<file path="src/design/cpm_pkg.sv">
// Shared constants and types for the camera PMU I/O and clock control
package cpm_pkg;

    // ==========================================================
    // Register map
    localparam logic [7:0] ADDR_REG_CTRL  = 8'h00; // Regulator control
    localparam logic [7:0] ADDR_GIO_CTRL  = 8'h01; // General I/O control
    localparam logic [7:0] ADDR_DIM_OSC   = 8'h02; // Dimming/osc control
    localparam logic [7:0] ADDR_DUTY_HI   = 8'h03; // Duty bits 9:8
    localparam logic [7:0] ADDR_DUTY_LO   = 8'h04; // Duty bits 7:0
    localparam logic [7:0] ADDR_STATUS    = 8'h05; // Read-only status

    // ==========================================================
    // Field positions
    localparam int REG_FIRST_EN    = 0; // First regulator enable
    localparam int REG_SECOND_SW   = 1; // Second regulator sw enable
    localparam int GIO_GPO_LEVEL   = 0; // General output level
    localparam int GIO_GPO_PP      = 1; // General output push-pull
    localparam int GIO_IO_LEVEL    = 3; // General I/O output level
    localparam int GIO_IO_DIR      = 4; // General I/O is output
    localparam int GIO_IO_PP       = 5; // General I/O push-pull
    localparam int DIM_FREQ_LSB    = 0; // Dimming freq select, 2 bits
    localparam int DIM_CLOCK_OUTPUT_ENABLE_BIT   = 2; // Clock output enable bit
    localparam int DIM_OSCF_LSB    = 3; // Output clock freq select
    localparam int DUTY_W          = 10;
    localparam int DUTY_HI_W       = 2;

    // ==========================================================
    // Reset values and writable masks
    localparam logic [7:0] REG_CTRL_RST   = 8'h00;
    localparam logic [7:0] REG_CTRL_MASK  = 8'h03;
    localparam logic [7:0] GIO_CTRL_RST   = 8'h02; // Push-pull low, input
    localparam logic [7:0] GIO_CTRL_MASK  = 8'h3B;
    localparam logic [7:0] DIM_OSC_RST    = 8'h00;
    localparam logic [7:0] DIM_OSC_MASK   = 8'h1F;
    localparam logic [9:0] DUTY_RST       = 10'h000;

    // ==========================================================
    // Timing
    localparam int CLK_MHZ          = 200;
    localparam int XTAL_MHZ         = 24;
    localparam int STAB_XTAL_CYCLES = 131072;
    // Wait rounded up to whole clk cycles
    localparam int STAB_CYCLES =
        (STAB_XTAL_CYCLES * CLK_MHZ + XTAL_MHZ - 1) / XTAL_MHZ;
    localparam int STAB_W           = 21;
    // PWM step rate is a quarter of the crystal rate
    localparam int PWM_BASE_DIV     = (CLK_MHZ * 4) / XTAL_MHZ;
    localparam int PWM_DIV_W        = 9;
    localparam int OCLK_DIV_W       = 4;

    // ==========================================================
    // Sensor clock gate states
    typedef enum logic [2:0] {
        CPM_CLK_OFF    = 3'b001,
        CPM_CLK_WAIT   = 3'b010,
        CPM_CLK_ACTIVE = 3'b100
    } cpm_clk_state_t;

endpackage

</file>
<file path="src/design/cpm_top.sv">
// Camera PMU general I/O, privacy light and sensor clock control
// ==========================================================
// Summary of operation
// - General output level is control bit 0; bit 1 picks push-pull drive.
// - General output drives only while the first regulator is on.
// - Input-mode general I/O ORed with software bit enables second regulator.
// - I/O control bit 3 level, bit 4 direction, bit 5 drive type.
// - General I/O works only while the first regulator is on.
// - Privacy light is controlled by its enable pin alone.
// - Light enable low turns sink off; high runs the dimming PWM.
// - Oscillator runs when clock output enable or light enable is high.
// - Sensor clock output needs control bit 2; light pin alone never.
// - Clock enable with first regulator off: oscillator runs, pin silent.
// - Sensor clock starts after a further 131072 crystal cycles.
// - Dimming frequency select picks one of four PWM frequencies.
// - Ten-bit duty: eight PWM bits plus two dither bits.
// - Thermal event clears regulator enables; no automatic restart.
`timescale 1ns/1ps
module cpm_top #(
    parameter int STAB_CYCLES_P = cpm_pkg::STAB_CYCLES // Stabilisation wait
) (
    input  wire logic       clk,             // 200 MHz clock
    input  wire logic       srst,            // Sync reset, active high
    input  wire logic       reg_wr,          // Register write strobe
    input  wire logic       reg_rd,          // Register read strobe
    input  wire logic [7:0] reg_addr,        // Register address
    input  wire logic [7:0] reg_wdata,       // Write data
    output logic      [7:0] reg_rdata,       // Read data
    output logic            reg_rvalid,      // Read data valid
    input  wire logic       privacy_light_enable_pin, // Light enable pin
    input  wire logic       thermal_event,   // Thermal shutdown pulse
    input  wire logic       osc_stable,      // Oscillator is stable
    input  wire logic       gpio_in,         // General I/O pin level
    output logic            gpio_out,        // General I/O drive level
    output logic            gpio_oe,         // General I/O drive enable
    output logic            general_output_pin_out, // Output level
    output logic            general_output_pin_oe,  // Output enable
    output logic            sensor_clock_pin_out,   // Sensor clock level
    output logic            sensor_clock_pin_oe,    // Sensor clock enable
    output logic            first_regulator_en,     // First regulator on
    output logic            second_regulator_en,    // Second regulator on
    output logic            osc_enable,      // Crystal oscillator on
    output logic            isink_on         // LED current sink on
);
    import cpm_pkg::*;

    logic [7:0]             reg_ctrl_r;   // Regulator control
    logic [7:0]             gio_ctrl_r;   // General I/O control
    logic [7:0]             dim_osc_r;    // Dimming/oscillator control
    logic [DUTY_W-1:0]      duty_r;       // Duty cycle
    logic                   led_meta_r;   // Light pin sync stage 1
    logic                   led_sync_r;   // Light pin sync stage 2
    cpm_clk_state_t         clk_st_r;     // Sensor clock gate state
    cpm_clk_state_t         clk_st_nxt;
    logic [STAB_W-1:0]      stab_cnt_r;   // Stabilisation counter
    logic [OCLK_DIV_W-1:0]  oclk_div_r;   // Sensor clock divider
    logic                   pwm_level;
    logic                   clk_run;
    logic                   first_on;
    logic                   clock_output_enable_bit;

    assign first_on  = reg_ctrl_r[REG_FIRST_EN];
    assign clock_output_enable_bit = dim_osc_r[DIM_CLOCK_OUTPUT_ENABLE_BIT];
    // Count runs only while enabled and the oscillator is up
    assign clk_run   = clock_output_enable_bit && osc_enable && osc_stable;

    // ==========================================================
    // Register writes
    always_ff @(posedge clk) begin
        if (srst) begin
            reg_ctrl_r <= REG_CTRL_RST;
        end else if (thermal_event) begin
            reg_ctrl_r <= REG_CTRL_RST;
        end else if (reg_wr && reg_addr == ADDR_REG_CTRL) begin
            reg_ctrl_r <= reg_wdata & REG_CTRL_MASK;
        end
    end

    // General I/O control; I/O level forced low without first regulator
    always_ff @(posedge clk) begin
        if (srst) begin
            gio_ctrl_r <= GIO_CTRL_RST;
        end else if (reg_wr && reg_addr == ADDR_GIO_CTRL) begin
            gio_ctrl_r <= reg_wdata & GIO_CTRL_MASK;
        end else if (!first_on) begin
            gio_ctrl_r[GIO_IO_LEVEL] <= 1'b0;
        end
    end

    // Dimming/oscillator control and duty
    always_ff @(posedge clk) begin
        if (srst) begin
            dim_osc_r <= DIM_OSC_RST;
            duty_r    <= DUTY_RST;
        end else if (reg_wr) begin
            if (reg_addr == ADDR_DIM_OSC) begin
                dim_osc_r <= reg_wdata & DIM_OSC_MASK;
            end
            if (reg_addr == ADDR_DUTY_HI) begin
                duty_r[DUTY_W-1:DUTY_W-DUTY_HI_W] <= reg_wdata[DUTY_HI_W-1:0];
            end
            if (reg_addr == ADDR_DUTY_LO) begin
                duty_r[DUTY_W-DUTY_HI_W-1:0] <= reg_wdata;
            end
        end
    end

    // Register reads, data one cycle after the strobe
    always_ff @(posedge clk) begin
        if (srst) begin
            reg_rdata  <= 8'h00;
            reg_rvalid <= 1'b0;
        end else begin
            reg_rvalid <= reg_rd;
            if (reg_rd) begin
                unique case (reg_addr)
                    ADDR_REG_CTRL: reg_rdata <= reg_ctrl_r;
                    ADDR_GIO_CTRL: reg_rdata <= gio_ctrl_r;
                    ADDR_DIM_OSC:  reg_rdata <= dim_osc_r;
                    ADDR_DUTY_HI:  reg_rdata <= {6'h00, duty_r[9:8]};
                    ADDR_DUTY_LO:  reg_rdata <= duty_r[7:0];
                    ADDR_STATUS:   reg_rdata <= {3'h0, gpio_in,
                        second_regulator_en, led_sync_r,
                        clk_st_r == CPM_CLK_ACTIVE, osc_enable};
                    default:       reg_rdata <= 8'h00;
                endcase
            end
        end
    end

    // ==========================================================
    // Regulator enables; input-mode I/O pin ORed with software bit
    always_ff @(posedge clk) begin
        if (srst) begin
            first_regulator_en  <= 1'b0;
            second_regulator_en <= 1'b0;
        end else begin
            first_regulator_en  <= first_on;
            second_regulator_en <= reg_ctrl_r[REG_SECOND_SW] ||
                (!gio_ctrl_r[GIO_IO_DIR] && first_on && gpio_in);
        end
    end

    // General output and general I/O pin drivers
    always_ff @(posedge clk) begin
        if (srst) begin
            general_output_pin_out <= 1'b0;
            general_output_pin_oe  <= 1'b0;
            gpio_out               <= 1'b0;
            gpio_oe                <= 1'b0;
        end else begin
            general_output_pin_out <= gio_ctrl_r[GIO_GPO_LEVEL];
            // Open drain drives only the low level
            general_output_pin_oe  <= first_on &&
                (gio_ctrl_r[GIO_GPO_PP] || !gio_ctrl_r[GIO_GPO_LEVEL]);
            gpio_out <= gio_ctrl_r[GIO_IO_LEVEL];
            gpio_oe  <= first_on && gio_ctrl_r[GIO_IO_DIR] &&
                (gio_ctrl_r[GIO_IO_PP] || !gio_ctrl_r[GIO_IO_LEVEL]);
        end
    end

    // ==========================================================
    // Light enable pin synchroniser
    always_ff @(posedge clk) begin
        if (srst) begin
            led_meta_r <= 1'b0;
            led_sync_r <= 1'b0;
        end else begin
            led_meta_r <= privacy_light_enable_pin;
            led_sync_r <= led_meta_r;
        end
    end

    cpm_pwm u_pwm (
        .clk      (clk),
        .srst     (srst),
        .enable   (led_sync_r),
        .freq_sel (dim_osc_r[DIM_FREQ_LSB +: 2]),
        .duty     (duty_r),
        .pwm_out  (pwm_level)
    );

    // Sink follows the PWM only while the pin is high
    always_ff @(posedge clk) begin
        if (srst) begin
            isink_on <= 1'b0;
        end else begin
            isink_on <= led_sync_r && pwm_level;
        end
    end

    // Oscillator on from the clock enable bit or the light pin
    always_ff @(posedge clk) begin
        if (srst) begin
            osc_enable <= 1'b0;
        end else begin
            osc_enable <= clock_output_enable_bit || led_sync_r;
        end
    end

    // ==========================================================
    // Sensor clock gate state
    always_comb begin
        clk_st_nxt = clk_st_r;
        unique case (clk_st_r)
            CPM_CLK_OFF: begin
                if (clk_run) clk_st_nxt = CPM_CLK_WAIT;
            end
            CPM_CLK_WAIT: begin
                if (!clk_run) begin
                    clk_st_nxt = CPM_CLK_OFF;
                end else if (stab_cnt_r == STAB_W'(STAB_CYCLES_P - 1)) begin
                    clk_st_nxt = CPM_CLK_ACTIVE;
                end
            end
            CPM_CLK_ACTIVE: begin
                if (!clk_run) clk_st_nxt = CPM_CLK_OFF;
            end
            default: clk_st_nxt = CPM_CLK_OFF;
        endcase
    end

    always_ff @(posedge clk) begin
        if (srst) begin
            clk_st_r <= CPM_CLK_OFF;
        end else begin
            clk_st_r <= clk_st_nxt;
        end
    end

    // Stabilisation counter, cleared outside the wait state
    always_ff @(posedge clk) begin
        if (srst || !clk_run || clk_st_r != CPM_CLK_WAIT) begin
            stab_cnt_r <= '0;
        end else begin
            stab_cnt_r <= stab_cnt_r + STAB_W'(1);
        end
    end

    // Sensor clock divider and pin driver
    always_ff @(posedge clk) begin
        if (srst) begin
            oclk_div_r           <= '0;
            sensor_clock_pin_out <= 1'b0;
            sensor_clock_pin_oe  <= 1'b0;
        end else begin
            oclk_div_r          <= oclk_div_r + OCLK_DIV_W'(1);
            sensor_clock_pin_oe <= first_on;
            // Low unless gate is active and buffer powered
            sensor_clock_pin_out <= (clk_st_r == CPM_CLK_ACTIVE) && first_on
                && oclk_div_r[dim_osc_r[DIM_OSCF_LSB +: 2]];
        end
    end
endmodule

</file>
<file path="src/design/cpm_pwm.sv">
// Dimming PWM generator with 8-bit period and 2-bit dither
`timescale 1ns/1ps
module cpm_pwm (
    input  wire logic                         clk,      // System clock
    input  wire logic                         srst,     // Sync reset
    input  wire logic                         enable,   // Run PWM
    input  wire logic [1:0]                   freq_sel, // Frequency select
    input  wire logic [cpm_pkg::DUTY_W-1:0]   duty,     // Duty value
    output logic                              pwm_out   // PWM level
);
    import cpm_pkg::*;

    logic [PWM_DIV_W-1:0] pre_r;    // Prescaler
    logic [7:0]           step_r;   // Position in period
    logic [1:0]           frame_r;  // Dither frame
    logic [PWM_DIV_W-1:0] pre_top;
    logic [8:0]           on_len;

    // Prescale grows by powers of two with freq_sel
    assign pre_top = PWM_DIV_W'((PWM_BASE_DIV << freq_sel) - 1);
    // Dither adds one step in duty[1:0] of every four periods
    assign on_len = {1'b0, duty[9:2]} + 9'((frame_r < duty[1:0]) ? 1 : 0);

    // Counters, cleared while disabled so a start is clean
    always_ff @(posedge clk) begin
        if (srst || !enable) begin
            pre_r   <= '0;
            step_r  <= '0;
            frame_r <= '0;
        end else if (pre_r >= pre_top) begin
            pre_r  <= '0;
            step_r <= step_r + 8'h01;
            if (step_r == 8'hFF) begin
                frame_r <= frame_r + 2'h1;
            end
        end else begin
            pre_r <= pre_r + PWM_DIV_W'(1);
        end
    end

    // Output level
    always_ff @(posedge clk) begin
        if (srst || !enable) begin
            pwm_out <= 1'b0;
        end else begin
            pwm_out <= ({1'b0, step_r} < on_len);
        end
    end
endmodule

</file>
<file path="config.mk">
export PLATFORM = sky130hd
export DESIGN_NAME = cpm_top
export DESIGN_NICKNAME = d
export VERILOG_FILES = /design/src/design/cpm_pkg.sv /design/src/design/cpm_top.sv /design/src/design/cpm_pwm.sv
export SDC_FILE = /design/constraint.sdc
export NUM_CORES = 1
export LEC_CHECK = 0
export ABC_AREA = 1
export BUFFER_PORTS_ARGS = -buffer_cell sky130_fd_sc_hd__buf_2
export CORE_MARGIN = 4
export CORE_UTILIZATION = 50
export DETAILED_ROUTE_END_ITERATION = 6
export GPL_TIMING_DRIVEN = 0
export HOLD_SLACK_MARGIN = 0.05
export PLACE_DENSITY = 0.81
export RECOVER_POWER = 50
export SLEW_MARGIN = 10
export SYNTH_ARGS = -nofsm -noshare
export SYNTH_HDL_FRONTEND = slang
export SYNTH_SLANG_ARGS = --single-unit
</file>
<file path="constraint.sdc">
create_clock -name clk -period 2.8 [get_ports clk]
set_input_delay 0.14 -clock clk [delete_from_list [all_inputs] [get_ports clk]]
set_output_delay 0.14 -clock clk [all_outputs]
set_load 0.02 [all_outputs]
</file>
==> flow_summary.ini, run 1 <==
[routing]
firstDrtPassIters = 7
drt-total-wl_mm = 10.84
viasPerCell = 5.251
drc = 1
dr.first_iter.drc_count = 211
vias = 4264
drt.antenna.violating_nets = 0
routedWlPerCell_um = 13.35

[cells_and_area]
areaGrowthSynthToFinish_pct = 14.62
diodes = 0
design_area_mm2 = 0.005209
nNetsFinal = 746
drive_gt1_share_pct = 11.22

[grt]
grt_pass1_wl_mm = 18.11
grt_antenna_before_repair = 0
grt-ovfl-total = 0
grt_max_degree = 19
grt_pass1_vias = 4067
grtUsageTotal_pct = 21.35

[clock_tree]
htreeDepth = 3
cts.sink_count = 90
cts_inserted_buffers = 9
cts_tree = yes
clock_path_buffers = 2
root_buffer = clkbuf_8
clkTransAtPathRegs_ps = 110
clock_latency_ps = 370

[synthesis]
syn_avg_cell_area_um2 = 7.156
yosysMostFrequentCell = nand2_1
synthTopCellsByArea = dfxtp_1, nand2_1, nor2_1
ys_types = 34
syn_inst = 635
yosysWarningCount = 0
ys_ff_latch = 90
synth_top_cell_by_area = dfxtp_1
yosys-top-cells-count = nand2_1, nor2_1, dfxtp_1
synth_edf_count = 0
ys_seq_area_share_pct = 39.65
syn-cell-area_mm2 = 0.004544
ys_dominant_reg_cell = dfxtp_1
syn_nets = 682
synthArstFlopShare_pct = 0
synth_top_area_share_pct = 39.65

[setup_path]
reg2reg_to = u_pwm.pwm_out
worstPathRequired_ps = 3110
rr_startpoint = u_pwm.frame_r[1]
rr_worst_depth = 15
end_kind = register
rrSetupSlack_ps = 170
crit_arrival_ps = 2930
crit_type = reg2reg
path_max_fanout = 3
start_kind = register

[timing]
min_period_ps = 2626
slew_viol_final = 0
fin_ws_ps = 173.7
hold_viol = 0
finalSetupViolCount = 0
finClkSkew_ps = 19.87
worst_slew_pin_slew_ps = 696.0
hold_slack_ps = 72.63
fmax_mhz = 380.8
period_share_pct = 93.80
max_slew_margin_pct = 53.43

[place]
io_buffers = 41
dp_slack_ps = 45.50
post-dp-hpwl_mm = 8.207
placed_area_mm2 = 0.004885
place.gp.congestion = 0.9034

[hold_path]
holdPathStages = 3
holdPathEnd = reg_rdata[2]
holdCritStartpoint = reg_rd
hp-class = in2reg

[pwr]
p_sw_share_pct = 26.34
p_sw_mw = 0.5974
seqPwrFrac_pct = 57.1
p_per_area_mw_per_mm2 = 435.5
combPwrFrac_pct = 4.6
vdd_drop_max_mv = 0.2180
p_leak_nw = 1.996
clkPwrFrac_pct = 38.2
power.internal_mw = 1.671

[run_status]
violations = design-rule violations
status = complete, but fails checks

[floorplanning]
io_pins = 43
core_area_mm2 = 0.008763
start_util_pct = 51.86
rows = 34
fp.dieW_um = 103.3
die_h_um = 103.3
die_area_mm2 = 0.01068

[run]
maxCapViolations = 0
==> power by group through the flow <==
stage / clock [mW] / sequential (mW) / combinational, mW
2_1_floorplan: 0 / 1.33 / 0.0500
3_3_place_gp: 0 / 1.32 / 0.0910
3_5_place_dp: 0 / 1.33 / 0.0927
4_1_cts: 0.882 / 1.30 / 0.105
5_1_grt: 0.933 / 1.30 / 0.117
6_report: 0.867 / 1.30 / 0.105
==> cell families after synthesis <==
group / Yosys count / share of synthesized area, %
buffers and inverters: 91 / 8.094
xor gates and xnor gates: 15 / 2.891
AOI/OAI and AO/OA: 100 / 11.59
adders and majority gates: 23 / 6.333
DFF: 90 / 39.65
and+or+nand+nor: 316 / 31.44
==> area by class of cell <==
type | count | area (um^2)
inverters | 81 | 304.0
multi-input cells | 454 | 2415
well taps | 108 | 135.1
clock buffers | 9 | 123.9
fillers | 779 | 3555
clock inverters | 7 | 67.56
plain buffers | 10 | 62.56
flip-flops and latches | 90 | 1803
repair buffers | 53 | 297.8
==> registers in the layout, indices dropped and copies added, names as in the netlist, 3 cells and up <==
signal / cells
dim_osc_r: 5
oclk_div_r: 4
u_pwm.pre_r: 9
u_pwm.step_r: 8
reg_rdata: 8
gio_ctrl_r: 5
stab_cnt_r: 21
duty_r: 10
clk_st_r: 3
==> layer usage <==
layer / GRT usage, % / vias up / wire length [um]
met5: 0 / - / 0
met4: 7.371 / 0 / 237
met3: 3.823 / 25 / 514
met2: 37.10 / 117 / 5275
met1: 26.61 / 1940 / 4812
li1: - / 2182 / -
==> critical path, stage by stage, from the launching register on <==
cell      delay, ps
dfxtp_1         420
ha_4            230
a21oi_2         170
ha_2            230
ha_4            140
nand2_1          60
nor2_2          170
nand3_1         100
xor2_1          160
ha_1            340
a21oi_2         150
nand3b_1        110
nand2_1          50
nor2_1           80
nand2_1          50
nor2_1          100
==> what timing repair did <==
| item | 4_1_cts | 5_1_grt |
|---|---|---|
| hold buffers | 11 | 0 |
| endpoints found under the setup margin | 0 | 1 |
| endpoints found under the hold margin | 13 | 0 |
| gates resized for setup | 0 | 9 |
| buffers inserted | 0 | 1 |
==> stage by stage <==
stage / setup TNS (ps) / std cells / util (%) / power (mW)
floorplan: 0 / 635 / - / 1.376
global placement: 0 / 784 / 55.74 / 1.415
detailed placement: 0 / 784 / 55.74 / 1.418
CTS: 0 / 811 / 59.18 / 2.283
global route: -5.106 / 812 / 59.44 / 2.347
finish: 0 / 812 / 59.44 / 2.268
==> worst max path at each step <==
stage                          start            end  slack, ps  depth (start not counted)
floorplan                  duty_r[1]  u_pwm.pwm_out        420                         16
global placement           duty_r[1]  u_pwm.pwm_out        180                         16
detailed placement         duty_r[1]  u_pwm.pwm_out         50                         16
CTS                        duty_r[1]  u_pwm.pwm_out          5                         16
global route        u_pwm.frame_r[1]  u_pwm.pwm_out         -5                         15
finish              u_pwm.frame_r[1]  u_pwm.pwm_out        170                         15
==> placed cells by master, fill, tap and decap left out, types with 11 or more instances in the layout <==
cell / n
buf_2: 23
nand2_1: 112
inv_1: 78
nor2_1: 98
nor3_1: 16
ha_1: 20
clkbuf_1: 24
a21oi_1: 51
dlygate4sd3_1: 11
o21ai_0: 36
nand3_1: 51
dfxtp_1: 89
Note: power is estimated with default switching activity, not from simulation.
==> run 2, diff against run 1 <==
--- a/config.mk
+++ b/config.mk
@@ -7,12 +7,14 @@
 export LEC_CHECK = 0
 export ABC_AREA = 1
 export BUFFER_PORTS_ARGS = -buffer_cell sky130_fd_sc_hd__buf_2
+export CELL_PAD_IN_SITES_DETAIL_PLACEMENT = 1
+export CELL_PAD_IN_SITES_GLOBAL_PLACEMENT = 1
 export CORE_MARGIN = 4
-export CORE_UTILIZATION = 50
+export CORE_UTILIZATION = 43
 export DETAILED_ROUTE_END_ITERATION = 6
 export GPL_TIMING_DRIVEN = 0
 export HOLD_SLACK_MARGIN = 0.05
-export PLACE_DENSITY = 0.81
+export PLACE_DENSITY = 0.91
 export RECOVER_POWER = 50
 export SLEW_MARGIN = 10
 export SYNTH_ARGS = -nofsm -noshare
==> flow_summary.ini, run 2 (synthesized netlist as in run 1, its figures left out) <==
[timing]
period_share_pct = 94.58
max_slew_margin_pct = 49.84
fin_ws_ps = 151.7
min_period_ps = 2648
fmax_mhz = 377.6
worst_slew_pin_slew_ps = 749.7
slew_viol_final = 0
finClkSkew_ps = 12.50
finalSetupViolCount = 0
hold_viol = 0
hold_slack_ps = 50.27
fin_tns_setup_ps = 0

[routing]
drt.antenna.violating_nets = 0
routedWlPerCell_um = 16.31
viasPerCell = 5.372
vias = 4496
firstDrtPassIters = 4
dr.first_iter.drc_count = 218
drc = 0
drt-total-wl_mm = 13.65

[run]
maxCapViolations = 0

[clock_tree]
htreeDepth = 3
cts_tree = yes
clock_latency_ps = 380
clock_path_buffers = 2
root_buffer = clkbuf_8
cts.sink_count = 90
cts_inserted_buffers = 9
clkTransAtPathRegs_ps = 100

[setup_path]
path_max_fanout = 3
end_kind = register
start_kind = register
cpPeakStageDelay_ps = 340
crit_arrival_ps = 2970
crit_type = reg2reg
worstPathCellList = inv_1 -> ha_1 -> a21oi_2 -> ha_2 -> ha_4 -> nand2_2 -> nor2_4 -> nand3_2 -> xor2_1 -> ha_1 -> a21oi_1 -> nand3b_1 -> nand2_1 -> nor2_1 -> nand2_1 -> nor2_1
cpMaxStageDelayCell = dfxtp_2
worstPathRequired_ps = 3120
crit_family = adder cells
crit_buf_inv = 1

[pwr]
p_per_area_mw_per_mm2 = 457.9
vdd_drop_max_mv = 0.2157
p_leak_nw = 1.983

[floorplanning]
fp.dieW_um = 110.8
rows = 37
io_pins = 43
start_util_pct = 44.02
die_area_mm2 = 0.01228
die_h_um = 110.8
core_area_mm2 = 0.01032

[cells_and_area]
finalNonFillerCells = 837
nNetsFinal = 743
final_common_cell = nand2_1
largest-register = stab_cnt_r
largestRegisters = stab_cnt_r: 21 flops, duty_r: 10 flops, u_pwm.pre_r: 9 flops
diodes = 0
fillCellCount = 1374
drive_gt1_share_pct = 10.13
largest_reg_flops = 21
areaGrowthSynthToFinish_pct = 14.10
layout_common_cells = nand2_1, nor2_1, dfxtp_1

[grt]
grtUsageTotal_pct = 22.36
grt_pass1_wl_mm = 22.71
grt_antenna_before_repair = 0
grt_max_degree = 18
grt_pass1_vias = 4883
grt-ovfl-total = 0

[place]
place.gp.congestion = 0.9041
dp.cells = 812
post-dp-hpwl_mm = 10.28
dp_slack_ps = -3.738
io_buffers = 41

[hold_path]
hp-class = in2reg

[run_status]
status = completed
==> run 2: where the power goes <==
part / internal [mW] / switching [mW] / leakage (nW) / total [mW]
Combinational: 0.0355 / 0.0697 / 1.15 / 0.105
Sequential: 1.29 / 0.00769 / 0.727 / 1.30
Clock: 0.430 / 0.543 / 0.103 / 0.974
==> run 2: stage by stage <==
step           util (%)  total power [mW]  cell area (um^2)
2_1_floorplan         -             1.376              4544
3_5_place_dp      47.65             1.423              4920
6_report          50.22             2.374              5185
3_3_place_gp      47.65             1.416              4920
4_1_cts           50.47             2.386              5210
5_1_grt           50.22             2.455              5185
==> run 2: final cells by class <==
class                   instances  area, um^2  area share (%)
inverters                      81       304.0           5.864
repair buffers                 50       267.8           5.164
well taps                     136       170.2           3.282
flip-flops and latches         90        1803           34.77
multi-input cells             454        2379           45.87
plain buffers                  10       53.80           1.038
clock buffers                   9       123.9           2.389
clock inverters                 7       83.83           1.617
==> run 2: repair_timing <==
item                       CTS  global route
hold endpoints to repair    11             0
pin swaps                    0             3
hold buffers                 8             0
gates resized for setup      1             8
buffers inserted             0             1
setup endpoints to repair    1             1
==> run 2: final timing paths <==
kind	to	from	depth (start not counted)	slack, ps
worst max register to register	u_pwm.pwm_out	duty_r[1]	16	150
worst min register to register	led_sync_r	led_meta_r	2	420
worst max-delay path	u_pwm.pwm_out	duty_r[1]	16	150
worst min-delay path	duty_r[6]	reg_wdata[6]	3	50
==> run 2: worst register-to-register path: stages, from the launching register on <==
cell	delay, ps
dfxtp_2	340
inv_1	60
ha_1	300
a21oi_2	170
ha_2	230
ha_4	150
nand2_2	70
nor2_4	160
nand3_2	90
xor2_1	160
ha_1	320
a21oi_1	130
nand3b_1	120
nand2_1	60
nor2_1	100
nand2_1	60
nor2_1	90
==> run 2: layer usage <==
metal	GRT usage, %	vias to the layer above	part of all wire [%]
li1	-	2177	-
met1	26.84	2180	42
met2	39.32	100	50
met3	3.002	39	3.8
met4	10.59	0	3.3
met5	0	-	0
==> run 3, diff against run 2 <==
--- a/config.mk
+++ b/config.mk
@@ -16,6 +16,7 @@
 export HOLD_SLACK_MARGIN = 0.05
 export PLACE_DENSITY = 0.91
 export RECOVER_POWER = 50
+export REMOVE_ABC_BUFFERS = 1
 export SLEW_MARGIN = 10
 export SYNTH_ARGS = -nofsm -noshare
 export SYNTH_HDL_FRONTEND = slang
==> flow_summary.ini, run 3 (synthesized netlist as in run 1, its figures left out) <==
[cells_and_area]
largest-register = stab_cnt_r
multiInputGateArea_mm2 = 0.002455
largestRegisters = stab_cnt_r: 21 flops, duty_r: 10 flops, u_pwm.pre_r: 9 flops
fillCellCount = 1374
final_common_cell = nand2_1
diodes = 0
seqCellArea_mm2 = 0.001803
nNetsFinal = 732
finalNonFillerCells = 826
drive_gt1_share_pct = 11.88
areaGrowthSynthToFinish_pct = 13.55
largest_reg_flops = 21
layout_common_cells = nand2_1, nor2_1, dfxtp_1

[grt]
grt_max_degree = 26
met1_usage_pct = 25.95
grt-busiest-layer = met2
grt_pass1_vias = 4584
grt_use_met2_pct = 37.18
grt-ovfl-total = 0
grt_pass1_wl_mm = 21.69
grt_antenna_before_repair = 0
grt_use_met3_pct = 3.548
grtUsageTotal_pct = 20.93

[floorplanning]
rows = 37
start_util_pct = 44.02
core_area_mm2 = 0.01032
io_pins = 43
die_area_mm2 = 0.01228
die_h_um = 110.8
fp.dieW_um = 110.8

[pwr]
combPwrFrac_pct = 4.4
clkPwrFrac_pct = 37.8
power.internal_mw = 1.654
vdd_drop_max_mv = 0.2473
p_per_area_mw_per_mm2 = 434.5
p_sw_mw = 0.5883
p_sw_share_pct = 26.24
finalPower_mw = 2.242
p_leak_nw = 1.959
seqPwrFrac_pct = 57.8

[hold_path]
hp-class = in2reg

[clock_tree]
htreeDepth = 3
root_buffer = clkbuf_8
cts_tree = yes
clkTransAtPathRegs_ps = 110
cts.sink_count = 90
cts_inserted_buffers = 9
clock_path_buffers = 2
clock_latency_ps = 380

[setup_path]
crit_type = reg2reg
crit_arrival_ps = 3020
start_kind = register
worstPathRequired_ps = 3080
cpPeakStageDelay_ps = 330
end_kind = register
cpMaxStageDelayCell = dfxtp_2
worstPathCellList = inv_1 -> ha_4 -> a21oi_2 -> ha_2 -> ha_4 -> nand2_2 -> nor2_4 -> nand3_2 -> xor2_1 -> ha_1 -> nand2_1 -> nand3b_1 -> nor2_1 -> nor2_1 -> nand2_1 -> nor2_1
path_max_fanout = 3
cpMostUsedCell = nor2_1

[run_status]
status = completed

[routing]
viasPerCell = 5.352
routedWlPerCell_um = 15.94
drt.antenna.violating_nets = 0
drt-total-wl_mm = 13.17
drc = 0
dr.first_iter.drc_count = 179
vias = 4421
firstDrtPassIters = 5

[timing]
fin_ws_ps = 60.38
max_slew_margin_pct = 19.19
period_share_pct = 97.84
worst_slew_pin_slew_ps = 1212
finalSetupViolCount = 0
hold_viol = 0
slew_viol_final = 0
finClkSkew_ps = 23.13
min_period_ps = 2740
hold_slack_ps = 42.75
fmax_mhz = 365.0

[place]
post-dp-hpwl_mm = 9.333
dp.cells = 803
dp_slack_ps = -28.88
io_buffers = 42
place.gp.congestion = 0.8618

[run]
maxCapViolations = 0
[run 3: layout make-up]
type | count | share of cell area [%]
Clock buffer | 10 | 2.473
Clock inverter | 6 | 0.9699
Inverter | 81 | 5.892
Multi-Input combinational cell | 454 | 47.58
Sequential cell | 90 | 34.94
Tap cell | 136 | 3.298
Timing Repair Buffer | 49 | 4.850
[run 3: worst max-delay path, delay by kind of cell (launching register included)]
family	cells	cell delay, ps
adders and majority gates	4	930
and+or+nand+nor	9	900
DFF	1	330
AOI/OAI and AO/OA	1	200
xor gates and xnor gates	1	170
buffers and inverters	1	120
[run 3: path summary, 6_finish.rpt]
path / from / endpoint / slack (ps) / cells past startpoint
max: duty_r[1] / u_pwm.pwm_out / 60 / 16
min reg2reg: u_pwm.pwm_out / isink_on / 440 / 2
max reg2reg: duty_r[1] / u_pwm.pwm_out / 60 / 16
min: reg_wdata[6] / duty_r[6] / 40 / 3
[run 3: power groups by stage]
stage	clock network [mW]	registers, mW	logic, mW
floorplan	0	1.33	0.0434
global placement	0	1.32	0.0876
detailed placement	0	1.32	0.0929
CTS	0.847	1.29	0.0995
global route	0.914	1.30	0.110
finish	0.847	1.30	0.0995
[run 3: through the flow]
step / util, % / TNS (ps) / area [um^2]
floorplan: - / 0 / 4481
global placement: 47.09 / 0 / 4861
detailed placement: 47.09 / -28.88 / 4861
CTS: 49.35 / 0 / 5095
global route: 49.98 / -134.0 / 5160
finish: 49.98 / 0 / 5160
[run 3: what timing repair did]
item                       4_1_cts  5_1_grt
gates resized for setup          2       18
cloned                           0        0
hold buffers                     5        0
pin swaps                        0        9
hold endpoints to repair         6        0
buffers inserted                 0        2
setup endpoints to repair        1        1
[run 3: metal layers]
| layer | vias to the layer above | routed length (um) |
|---|---|---|
| met4 | 0 | 148 |
| met5 | - | 0 |
| li1 | 2157 | - |
| met1 | 2167 | 5946 |
| met2 | 81 | 6633 |
| met3 | 16 | 439 |
